<file path="src/logic/hpc_pkg.sv">
// Package: register map, field layout, event and state types of the power controller
package hpc_pkg;

    localparam int          ADDR_W        = 8;
    localparam int          DATA_W        = 32;
    localparam int          IDX_W         = 6;
    localparam int          NUM_EV        = 7;

    // Register byte addresses
    localparam logic [7:0]  ADDR_CTRL     = 8'h00;
    localparam logic [7:0]  ADDR_LOWBAT   = 8'h04;
    localparam logic [7:0]  ADDR_EV_EN    = 8'h08;
    localparam logic [7:0]  ADDR_EV_RAW   = 8'h0c;
    localparam logic [7:0]  ADDR_EV_MASK  = 8'h10;
    localparam logic [7:0]  ADDR_EV_CLR   = 8'h14;
    localparam logic [7:0]  ADDR_CNT      = 8'h18;
    localparam logic [7:0]  ADDR_MATCH    = 8'h1c;

    // Control register fields
    localparam int          CTRL_ACTIVE   = 0;
    localparam int          CTRL_RTC_EN   = 1;
    localparam int          CTRL_HIB_REQ  = 2;
    localparam int          CTRL_WAKE_LSB = 3;
    localparam int          WAKE_W        = 4;
    localparam int          CTRL_REG_ON   = 8;

    // Wake enable bits inside the wake field
    localparam int          WK_PIN        = 0;
    localparam int          WK_MATCH      = 1;
    localparam int          WK_RST        = 2;
    localparam int          WK_GPIO       = 3;

    // Low-battery register fields
    localparam int          LB_DETECT     = 0;
    localparam int          LB_ABORT      = 1;
    localparam int          LB_LVL_LSB    = 2;
    localparam int          LB_LVL_W      = 2;
    localparam int          BAT_LVLS      = 4;
    localparam logic [1:0]  BATTERY_TRIP_LVL0 = 2'h0;
    localparam logic [1:0]  BATTERY_TRIP_LVL1 = 2'h1;
    localparam logic [1:0]  BATTERY_TRIP_LVL2 = 2'h2;
    localparam logic [1:0]  BATTERY_TRIP_LVL3 = 2'h3;

    // Event flag positions
    localparam int          EV_WR_DONE    = 0;
    localparam int          EV_PIN_WAKE   = 1;
    localparam int          EV_BATTERY_LOW = 2;
    localparam int          EV_MATCH0     = 3;
    localparam int          EV_SUPPLY_FAIL = 4;
    localparam int          EV_RST_WAKE   = 5;
    localparam int          EV_GPIO_WAKE  = 6;

    // Synchroniser lanes
    localparam int          SY_PIN        = 0;
    localparam int          SY_SUPPLY     = 1;
    localparam int          SY_RST        = 2;
    localparam int          SY_GPIO       = 3;
    localparam int          SY_TICK       = 4;
    localparam int          SY_BAT_LSB    = 5;
    localparam int          SYNC_W        = 9;

    localparam logic [1:0]  RESP_OKAY     = 2'h0;
    localparam logic [1:0]  RESP_SLVERR   = 2'h2;
    localparam logic [31:0] CNT_STEP      = 32'h0000_0001;

    typedef enum logic { HPC_PWR_ON, HPC_PWR_OFF } hpc_pwr_t;

    typedef struct packed {
        logic                awvalid;
        logic [ADDR_W-1:0]   awaddr;
        logic                wvalid;
        logic [DATA_W-1:0]   wdata;
        logic [3:0]          wstrb;
        logic                bready;
        logic                arvalid;
        logic [ADDR_W-1:0]   araddr;
        logic                rready;
    } hpc_axi_req_t;

    typedef struct packed {
        logic                awready;
        logic                wready;
        logic                bvalid;
        logic [1:0]          bresp;
        logic                arready;
        logic                rvalid;
        logic [DATA_W-1:0]   rdata;
        logic [1:0]          rresp;
    } hpc_axi_rsp_t;

    typedef struct packed {
        logic [SYNC_W-1:0]   s1;
        logic [SYNC_W-1:0]   s2;
        logic [SYNC_W-1:0]   s3;
        logic                aw_rdy;
        logic                w_rdy;
        logic                aw_got;
        logic                w_got;
        logic [ADDR_W-1:0]   awaddr;
        logic [DATA_W-1:0]   wdata;
        logic [3:0]          wstrb;
        logic                bvalid;
        logic [1:0]          bresp;
        logic                ar_rdy;
        logic                rvalid;
        logic [DATA_W-1:0]   rdata;
        logic [1:0]          rresp;
        logic                active;
        logic                rtc_en;
        logic [WAKE_W-1:0]   wake_en;
        logic                battery_detect_on;
        logic                battery_abort_on;
        logic [LB_LVL_W-1:0] bat_lvl;
        logic [NUM_EV-1:0]   ev_en;
        logic [NUM_EV-1:0]   raw;
        logic [DATA_W-1:0]   rtc_cnt;
        logic [DATA_W-1:0]   match;
        hpc_pwr_t            pwr;
        logic                regulator_en;
        logic                event_out;
    } hpc_state_t;

    // Byte-lane merge of a write into the current register value
    function automatic logic [DATA_W-1:0] hpc_merge(input logic [DATA_W-1:0] old_v,
                                                    input logic [DATA_W-1:0] new_v,
                                                    input logic [3:0]        strb);
        logic [DATA_W-1:0] res;
        res = old_v;
        for (int b = 0; b < 4; b++) begin
            if (strb[b]) begin
                res[b*8 +: 8] = new_v[b*8 +: 8];
            end
        end
        return res;
    endfunction

endpackage

</file>
<file path="src/logic/hpc_power_ctrl.sv">
// Hibernation power controller: regulator control, event flags, battery check, AXI4-Lite slave
// Operation
// - Seven event sources, each with its own enable, any combination allowed.
// - Clear write drops selected pending flags; uncleared enabled flags keep event output high.
// - Flags readable raw, or masked by their enable bits.
// - Disabling a source stops only that source from being forwarded.
// - Event output asserts only for individually enabled sources.
// - Readable active bit in control survives processor power-on reset.
// - Raw flags are kept across hibernation to reveal the wake cause.
// - With detection on, low battery sets its raw flag.
// - Abort option: low battery at request cancels hibernation, regulator stays on.
// - Two-bit threshold select chooses one of four battery trip levels.
// - Battery detection mode and threshold read back.
// - Hibernation request with the active bit set drops the regulator enable; this logic stays powered.
// - Any enabled wake condition raises the regulator enable again.
// - Processor power-on reset does not touch this block's state.
// - Counter disabled stops counting, matching and counter wake.
// - Reset-pin, gpio-pin and supply-fail sources are build-time optional.
// - Counter equal to match raises match event and may wake.
`timescale 1ns/1ps

module hpc_power_ctrl
    import hpc_pkg::*;
#(
    parameter bit HAS_SUPPLY_FAIL = 1'b1,
    parameter bit HAS_RST_WAKE    = 1'b1,
    parameter bit HAS_GPIO_WAKE   = 1'b1
) (
    input  wire logic                aclk,
    input  wire logic                aresetn,
    input  wire logic                ce,
    input  wire hpc_axi_req_t        axi_req,
    output hpc_axi_rsp_t             axi_rsp,
    input  wire logic                wake_pin,
    input  wire logic                supply_fail,
    input  wire logic                reset_pin_wake,
    input  wire logic                gpio_wake,
    input  wire logic                sec_tick,
    input  wire logic [BAT_LVLS-1:0] battery_below,
    output logic                     regulator_en,
    output logic                     event_out
);

    hpc_state_t        st;
    hpc_state_t        nx;

    logic [SYNC_W-1:0] async_in;
    logic [SYNC_W-1:0] rise;
    logic [NUM_EV-1:0] present;
    logic [NUM_EV-1:0] set_vec;
    logic [NUM_EV-1:0] clr_vec;
    logic [NUM_EV-1:0] clr_only;
    logic [NUM_EV-1:0] raw_next;
    logic [BAT_LVLS-1:0] bat_cmp;
    logic              bat_low;
    logic              commit;
    logic              aw_hs;
    logic              w_hs;
    logic              ar_hs;
    logic              wr_known;
    logic [DATA_W-1:0] wv;
    logic [DATA_W-1:0] rd_val;
    logic              rd_known;
    logic              req_commit;
    logic              abort_cond;
    logic              hib_go;
    logic              tick;
    logic [DATA_W-1:0] cnt_inc;
    logic              match_hit;
    logic              cnt_wr;
    logic              wake_hit;

    // Register read view shared by reads and byte-lane merges of writes
    function automatic logic [DATA_W-1:0] reg_value(input hpc_state_t s,
                                                    input logic [ADDR_W-1:0] a);
        logic [DATA_W-1:0] v;
        v = '0;
        case ({a[ADDR_W-1:2], 2'h0})
            ADDR_CTRL: begin
                v[CTRL_ACTIVE] = s.active;
                v[CTRL_RTC_EN] = s.rtc_en;
                v[CTRL_WAKE_LSB +: WAKE_W] = s.wake_en;
                v[CTRL_REG_ON] = s.regulator_en;
            end
            ADDR_LOWBAT: begin
                v[LB_DETECT] = s.battery_detect_on;
                v[LB_ABORT] = s.battery_abort_on;
                v[LB_LVL_LSB +: LB_LVL_W] = s.bat_lvl;
            end
            ADDR_EV_EN: v[NUM_EV-1:0] = s.ev_en;
            ADDR_EV_RAW: v[NUM_EV-1:0] = s.raw;
            ADDR_EV_MASK: v[NUM_EV-1:0] = s.raw & s.ev_en;
            ADDR_CNT: v = s.rtc_cnt;
            ADDR_MATCH: v = s.match;
            default: v = '0;
        endcase
        return v;
    endfunction

    function automatic logic addr_known(input logic [ADDR_W-1:0] a);
        logic k;
        case ({a[ADDR_W-1:2], 2'h0})
            ADDR_CTRL, ADDR_LOWBAT, ADDR_EV_EN, ADDR_EV_RAW,
            ADDR_EV_MASK, ADDR_EV_CLR, ADDR_CNT, ADDR_MATCH: k = 1'b1;
            default: k = 1'b0;
        endcase
        return k;
    endfunction

    // Pins cross in through two flops; levels come from the second stage, edges from the second and third
    assign async_in = {battery_below, sec_tick, gpio_wake, reset_pin_wake,
                       supply_fail, wake_pin};
    assign rise     = st.s2 & ~st.s3;

    // AXI handshakes and the single write commit point
    assign aw_hs    = axi_req.awvalid & st.aw_rdy;
    assign w_hs     = axi_req.wvalid & st.w_rdy;
    assign ar_hs    = axi_req.arvalid & st.ar_rdy;
    assign commit   = st.aw_got & st.w_got & ~st.bvalid;
    assign wr_known = addr_known(st.awaddr);
    assign wv       = hpc_merge(reg_value(st, st.awaddr), st.wdata, st.wstrb);
    assign rd_val   = reg_value(st, axi_req.araddr);
    assign rd_known = addr_known(axi_req.araddr);

    // Request is a one-shot bit; it never reads back as set
    assign req_commit = commit && ({st.awaddr[ADDR_W-1:2], 2'h0} == ADDR_CTRL)
                        && wv[CTRL_HIB_REQ];
    assign cnt_wr     = commit && ({st.awaddr[ADDR_W-1:2], 2'h0} == ADDR_CNT);

    assign bat_cmp    = st.s2[SY_BAT_LSB +: BAT_LVLS];
    assign bat_low    = bat_cmp[st.bat_lvl];
    assign abort_cond = req_commit && st.battery_abort_on && bat_low;
    assign hib_go     = req_commit && st.active && !abort_cond && (st.pwr == HPC_PWR_ON);

    assign tick      = rise[SY_TICK] & st.rtc_en;
    assign cnt_inc   = st.rtc_cnt + CNT_STEP;
    assign match_hit = tick && (cnt_inc == st.match);

    assign wake_hit = (st.wake_en[WK_PIN] & rise[SY_PIN])
                    | (st.wake_en[WK_MATCH] & match_hit)
                    | (st.wake_en[WK_RST] & rise[SY_RST] & HAS_RST_WAKE)
                    | (st.wake_en[WK_GPIO] & rise[SY_GPIO] & HAS_GPIO_WAKE);

    always_comb begin
        set_vec                 = '0;
        set_vec[EV_WR_DONE]     = commit;
        set_vec[EV_PIN_WAKE]    = rise[SY_PIN];
        set_vec[EV_BATTERY_LOW] = (st.battery_detect_on & bat_low) | abort_cond;
        set_vec[EV_MATCH0]      = match_hit;
        set_vec[EV_SUPPLY_FAIL] = rise[SY_SUPPLY];
        set_vec[EV_RST_WAKE]    = rise[SY_RST];
        set_vec[EV_GPIO_WAKE]   = rise[SY_GPIO];
    end

    assign clr_vec  = (commit && ({st.awaddr[ADDR_W-1:2], 2'h0} == ADDR_EV_CLR))
                      ? wv[NUM_EV-1:0] : '0;
    assign clr_only = clr_vec & ~set_vec;

    always_comb begin
        present                 = '1;
        present[EV_SUPPLY_FAIL] = HAS_SUPPLY_FAIL;
        present[EV_RST_WAKE]    = HAS_RST_WAKE;
        present[EV_GPIO_WAKE]   = HAS_GPIO_WAKE;
    end

    generate
        for (genvar i = 0; i < NUM_EV; i++) begin : g_flag
            assign raw_next[i] = present[i] & (set_vec[i] | (st.raw[i] & ~clr_vec[i]));
        end
    endgenerate

    always_comb begin
        nx        = st;
        nx.s1     = async_in;
        nx.s2     = st.s1;
        nx.s3     = st.s2;
        nx.raw    = raw_next;

        // Write channel: address and data taken in either order
        if (aw_hs) begin
            nx.aw_got = 1'b1;
            nx.aw_rdy = 1'b0;
            nx.awaddr = axi_req.awaddr;
        end
        if (w_hs) begin
            nx.w_got = 1'b1;
            nx.w_rdy = 1'b0;
            nx.wdata = axi_req.wdata;
            nx.wstrb = axi_req.wstrb;
        end
        if (commit) begin
            nx.bvalid = 1'b1;
            nx.bresp  = wr_known ? RESP_OKAY : RESP_SLVERR;
            case ({st.awaddr[ADDR_W-1:2], 2'h0})
                ADDR_CTRL: begin
                    nx.active  = wv[CTRL_ACTIVE];
                    nx.rtc_en  = wv[CTRL_RTC_EN];
                    nx.wake_en = wv[CTRL_WAKE_LSB +: WAKE_W];
                end
                ADDR_LOWBAT: begin
                    nx.battery_detect_on = wv[LB_DETECT];
                    nx.battery_abort_on  = wv[LB_ABORT];
                    nx.bat_lvl           = wv[LB_LVL_LSB +: LB_LVL_W];
                end
                ADDR_EV_EN: nx.ev_en = wv[NUM_EV-1:0];
                ADDR_MATCH: nx.match = wv;
                default: nx.match = st.match;
            endcase
        end
        if (st.bvalid && axi_req.bready) begin
            nx.bvalid = 1'b0;
            nx.aw_got = 1'b0;
            nx.w_got  = 1'b0;
            nx.aw_rdy = 1'b1;
            nx.w_rdy  = 1'b1;
        end

        // Read channel: one read in flight, answered the cycle after address
        if (ar_hs) begin
            nx.ar_rdy = 1'b0;
            nx.rvalid = 1'b1;
            nx.rdata  = rd_val;
            nx.rresp  = rd_known ? RESP_OKAY : RESP_SLVERR;
        end
        if (st.rvalid && axi_req.rready) begin
            nx.rvalid = 1'b0;
            nx.ar_rdy = 1'b1;
        end

        // Software write of the counter beats the tick in the same cycle
        if (cnt_wr) begin
            nx.rtc_cnt = wv;
        end else if (tick) begin
            nx.rtc_cnt = cnt_inc;
        end

        case (st.pwr)
            HPC_PWR_ON: begin
                if (hib_go) begin
                    nx.pwr          = HPC_PWR_OFF;
                    nx.regulator_en = 1'b0;
                end
            end
            HPC_PWR_OFF: begin
                if (wake_hit) begin
                    nx.pwr          = HPC_PWR_ON;
                    nx.regulator_en = 1'b1;
                end
            end
            default: begin
                nx.pwr          = HPC_PWR_ON;
                nx.regulator_en = 1'b1;
            end
        endcase

        nx.event_out = |(raw_next & nx.ev_en);
    end

    // only the always-on reset clears this state, not processor reset
    always_ff @(posedge aclk) begin
        if (!aresetn) begin
            st              <= '0;
            st.pwr          <= HPC_PWR_ON;
            st.regulator_en <= 1'b1;
            st.aw_rdy       <= 1'b1;
            st.w_rdy        <= 1'b1;
            st.ar_rdy       <= 1'b1;
        end else if (ce) begin
            st <= nx;
        end
    end

    assign axi_rsp.awready = st.aw_rdy;
    assign axi_rsp.wready  = st.w_rdy;
    assign axi_rsp.bvalid  = st.bvalid;
    assign axi_rsp.bresp   = st.bresp;
    assign axi_rsp.arready = st.ar_rdy;
    assign axi_rsp.rvalid  = st.rvalid;
    assign axi_rsp.rdata   = st.rdata;
    assign axi_rsp.rresp   = st.rresp;
    assign regulator_en    = st.regulator_en;
    assign event_out       = st.event_out;
endmodule

</file>
<file path="config.mk">
export PLATFORM = sky130hd
export DESIGN_NAME = hpc_power_ctrl
export DESIGN_NICKNAME = d
export VERILOG_FILES = /design/src/logic/hpc_pkg.sv /design/src/logic/hpc_power_ctrl.sv
export SDC_FILE = /design/constraint.sdc
export NUM_CORES = 1
export LEC_CHECK = 0
export BUFFER_PORTS_ARGS = -buffer_cell sky130_fd_sc_hd__buf_2
export CORE_MARGIN = 1
export CORE_UTILIZATION = 50
export CTS_BUF_LIST = sky130_fd_sc_hd__clkbuf_8 sky130_fd_sc_hd__clkbuf_16
export DETAILED_ROUTE_END_ITERATION = 10
export PLACE_DENSITY = 0.72
export SLEW_MARGIN = 30
export SYNTH_ARGS = -nofsm -noshare
export SYNTH_HDL_FRONTEND = slang
export SYNTH_SLANG_ARGS = --single-unit
</file>
<file path="constraint.sdc">
create_clock -name aclk -period 7 [get_ports aclk]
set_clock_uncertainty 0.2 [all_clocks]
set_input_delay 0.7 -clock aclk [delete_from_list [all_inputs] [get_ports aclk]]
set_output_delay 0.7 -clock aclk [all_outputs]
set_load 0.005 [all_outputs]
</file>
## After elaboration in Yosys (flattened, before gate mapping)

Memories as Yosys holds them, arrays and structs flattened. A register that Yosys moved wholly into a read port is not among the register bits.
Cells that the tools add are included.

| cells by class | value |
|---|---|
| order comparisons | 1 |
| $add $sub $neg | 1 |
| shift-type cells | 0 |
| eq/ne operators | 16 |
| divide/modulo/power cells | 0 |
| muxes and demuxes | 43 |
| bitwise logic cells | 42 |
| reductions and logical operators | 36 |
| $mul | 0 |

Operators with widths:

| operator | number |
|---|---|
| 23-bit one-hot mux with 2 select lines | 2 |
| 32-bit 2-to-1 mux | 2 |
| 6-bit by 3-bit == test with 1-bit output, second input constant | 7 |
| 36-bit 2-to-1 mux | 1 |
| 3-bit one-hot mux with 6 select lines | 2 |
| 32-bit by 1-bit adder with 32-bit output, second input constant | 1 |
| 32-bit == test | 1 |
| 8-bit 2-to-1 mux | 4 |
| 2-bit one-hot mux with 7 select lines | 2 |
| 6-bit by 2-bit == test with 1-bit output, second input constant | 4 |
| 7-bit 2-to-1 mux | 3 |
| 1-bit bitwise AND | 18 |
| 2-bit AND reduction | 9 |
| 7-bit bitwise AND | 2 |
| 1-bit one-hot mux with 7 select lines | 2 |
| 6-bit by 1-bit == test with 1-bit output, second input constant | 2 |
| 1-bit logical AND | 12 |
| 6-bit zero test | 2 |
| 1-bit one-hot mux with 6 select lines | 2 |
| 3-bit AND reduction | 4 |
| 1-bit OR | 11 |
| 2-bit 2-to-1 mux | 5 |
| 5-bit 2-to-1 mux | 2 |
| 2-bit nonzero test | 5 |
| 16 further kinds | 34 |

| word-level totals | value |
|---|---|
| output and inout port bits | 43 |
| input bits | 69 |
| bits in writable memories | 0 |
| register bits | 201 |
| latch bits | 0 |
| memories | 2 |
| logic and storage cells | 170 |
| memory bits (read-only) | 64 |

Memories:

| memory | depth | bits a word | rd ports | clocked after memory_dff | write ports | line | source |
|---|---|---|---|---|---|---|---|
| (no name shown) | 32 | 1 | 1 | 0 | 0 | hpc_power_ctrl.sv:102 | `case ({a[ADDR_W-1:2], 2'h0})` |
| (no name shown) | 32 | 1 | 1 | 1 | 0 | hpc_power_ctrl.sv:102 |  |

## Logic depth before layout (Yosys ltp)

| logic depth | value |
|---|---|
| word-level depth | 11 |
| gate-level depth with buffers | 10 |
| gate-level depth less buffers | 9 |

## Worst setup path after synthesis

Ideal clock, no wire load.

| timing path | value |
|---|---|
| path kind | flip-flop to flip-flop |
| start | register st[36] (netlist bit) |
| end | register st[2] (netlist bit) |
| path buffers | 0 |
| data arrival time | 2.859 ns |
| cell stages (with the launch flop) | 10 |
| period minus slack after synthesis | 3.173 ns |
| path slack | 3.827 ns |
| required time | 6.685 ns |
| library setup time | 0.115 ns |
| cell sequence | dfxtp_1 > ha_1 > nand3_1 > nor4_2 > nand4_1 > xnor2_1 > or4_1 > nor4_2 > nand2_1 > o21a_1 |

| on the way | value |
|---|---|
| cells in the longest elaborated chain, start to end | 9 |

RTL lines:

| item | line | source |
|---|---|---|
| start: declaration | hpc_power_ctrl.sv:44 | `hpc_state_t st;` |
| start signal: assignment | hpc_power_ctrl.sv:269 | `st <= nx;` |
| 32-bit by 1-bit adder with 32-bit output | hpc_power_ctrl.sv:136 | `assign cnt_inc = st.rtc_cnt + CNT_STEP;` |
| 32-bit == test | hpc_power_ctrl.sv:137 | `assign match_hit = tick && (cnt_inc == st.match);` |
| 1-bit logical AND | hpc_power_ctrl.sv:137 |  |
| 1-bit bitwise AND | hpc_power_ctrl.sv:140 | `\| (st.wake_en[WK_MATCH] & match_hit)` |
| 1-bit OR | hpc_power_ctrl.sv:140 |  |
| 1-bit OR | hpc_power_ctrl.sv:141 | `\| (st.wake_en[WK_RST] & rise[SY_RST] & HAS_RST_WAKE)` |
| 1-bit OR | hpc_power_ctrl.sv:142 | `\| (st.wake_en[WK_GPIO] & rise[SY_GPIO] & HAS_GPIO_WAKE);` |
| 2-bit 2-to-1 mux | hpc_power_ctrl.sv:245 | `if (wake_hit) begin` |
| 2-bit one-hot mux with 2 select lines | hpc_power_ctrl.sv:237 | `case (st.pwr)` |

Every way passes these cells. The select of a mux whose other input is x is not followed.
A chain may end at the register's enable or synchronous reset.

## Worst setup path in the final report

| timing path | value |
|---|---|
| start | register st[35] (netlist bit) |
| end | register st[2] (netlist bit) |

Same word-level chain as after synthesis.

==> run metrics <==
status=completed; ANT cells=0; Area after DPL=11,600 µm²; CTS Hold Bufs=0; synthesized area=11,400 µm²; Hold WS=252 ps; register bit total from synthesis=197; Netlist cell types=71; Leak=4.63 nW; Mapped Cells=1,446; Hold Vio Cnt, Final=0; cell taking the most area after synthesis=dfxtp_1; max-cap viol count=0; Core Area=22,100 µm²; flop2flop setup slack=2700 ps; Hold Crit Class=register to register; total track usage=29.5%; FF-to-FF Start=st[35]; worst r2r path cells=9; max-slew violation count=0; gr ovfl total=0; post-place setup slack=2820 ps; CTS root buf=clkbuf_16; Data arrival, critical path=4450 ps; Final Non-Filler Cells=1,712; WHS Endpoint=st[175]; IO Port Bufs=105; drt first pass iters=8; ratio of final minimum period to clock period=61.4%; vias=10,688; PwrDens=198 nW/µm²; critical path startpoint category=register; Worst VDD drop=141 µV; hold-critical path depth=2; footprint of the multi-input gates=6610 µm²; Die Wd=153 µm; CP Max Fanout=10; chip height=153 µm; die area=23,400 µm²; first-pass GRT wire length=54,200 µm; Worst Min Path Start=st[175]; Slew headroom=35.0%; crit end category=register; latest clock arrival within the worst-skew pair=450 ps; initial antenna violation count=0; setup repair bufs after CTS=0; CTS Sinks=197; Final WS setup=2700 ps; RSZ-0062 raised after global routing=false; post-cts gate resize count=0; DRT antenna net count=0; Worst-path clk slew=80 ps; number of flops mapped to enable cells by yosys=0; Final #Nets=1,489; PnR Total Power=2.42 mW; routed len/inst=20.1 µm; Setup TNS=0 ps; most common cell in the synthesized netlist=nand2_1; worst r2r dst=st[2]; site row count=54; CP Data Required Time=7150 ps; Post-synth ARST share=0%; CTS tree=done; worst-margin pin slew=975 ps; IO Pins=112; largest cells by area after synthesis=dfxtp_1, nand2_1, a21boi_0, o21ai_0, mux2i_1; synthesized area per cell=7.88 µm²; fin area=12,300 µm²; Final Setup Violations=0; HPWL after detailed placement=23,100 µm; Max Fclk=233 MHz; Synth-to-Final Area Change=7.52%; DRT iter0 DRCs=1,353; Tmin final=4300 ps; largest net degree at the start of global routing=131; H-tree depth=4; WL final=34,300 µm; Post-synth top cells=nand2_1, dfxtp_1, clkbuf_1; Yosys Warn Count=0; drt via density=6.24; layout cells sized above 1=12.4%; placed instance count=1,680; Starting Density=51.6%; clock buffer depth=2; Reg area=3940 µm²; drt drc=0; critical path class=register to register; Final Core Density=55.5%; Filler Cell Count=2,081; Most used DFF post-synth=dfxtp_1; sequential share of the synthesized area=34.6%; vias in the first global route=9,590; Num CTS Buffers=17; Placer Congestion=0.937; area fraction of the dominant cell type after synthesis=34.6%
-- report_power, final --
part | switching (mW) | internal (mW)
logic | 0.100 | 0.0766
registers | 0.0304 | 1.15
clock network | 0.511 | 0.551
total | 0.642 | 1.78
-- registers in the layout (all words and copies together) (netlist names) --
name / flops
nx: 14
event_out: 1
axi_rsp: 39
st: 138
bat_cmp: 4
regulator_en: 1
-- area by class of cell --
class                   instances  area share [%]
clock buffers                  17            3.47
clock inverters                15            1.71
inverters                      14           0.429
multi-input cells            1067            54.0
flip-flops and latches        197            32.2
well taps                     280            2.86
repair buffers                122            5.38
-- layout by cell type (no fill, tap or decap), types with 9 or more instances in the layout --
cell and instances:
a21boi_0 70, a21o_1 10, a21oi_1 60, a221oi_1 30, a22oi_1 41, and2_1 22, and3_1 15, and4_1 10
buf_2 104, buf_4 17, clkbuf_16 17, dfxtp_1 197, inv_1 14, mux2i_1 40, nand2_1 228, nand3_1 27
nand4_1 21, nor2_1 66, nor2b_1 63, nor3_1 26, nor3b_1 34, nor4_1 11, o211a_1 25, o21ai_0 97
xnor2_1 25, xor2_1 9
-- worst max-delay path by stage --
stage	startpoint	cells past startpoint	end
2_1_floorplan	st[36]	9	st[2]
3_3_place_gp	st[35]	9	st[2]
3_5_place_dp	st[35]	9	st[2]
4_1_cts	st[35]	9	st[2]
5_1_grt	st[35]	9	st[2]
6_report	st[35]	9	st[2]
-- worst max-delay path: stages, from the launching register on --
cell,delay [ps]
dfxtp_1,540
ha_1,340
nand3_1,360
nor4_2,790
nand4_1,300
xnor2_1,200
or4_1,560
nor4_2,530
nand2_1,200
o21a_1,200
-- cell families (layout without fill, tap and decap cells) --
kind of cell | Yosys count | count (layout) | synth area share (%)
flip-flops | 197 | 197 | 34.6
AO/OA/AOI/OAI | 413 | 413 | 25.2
XOR/XNOR | 34 | 34 | 2.61
buffers and inverters | 183 | 168 | 7.57
AND/OR/NAND/NOR | 570 | 570 | 25.5
adder cells (fa/ha/maj) | 1 | 1 | 0.110
multiplexers | 47 | 47 | 4.30
other | 1 | 2 | 0.0329
-- routing by layer --
metal  up-vias  track usage (%)  part of all wire, %
met3        47             6.75                  9.7
met1      4996             44.5                   48
met4         0             8.99                  2.0
met5         -                0                    0
li1       5103                -                    -
met2       542             40.8                   40
Power figures use the tool's default switching activity.
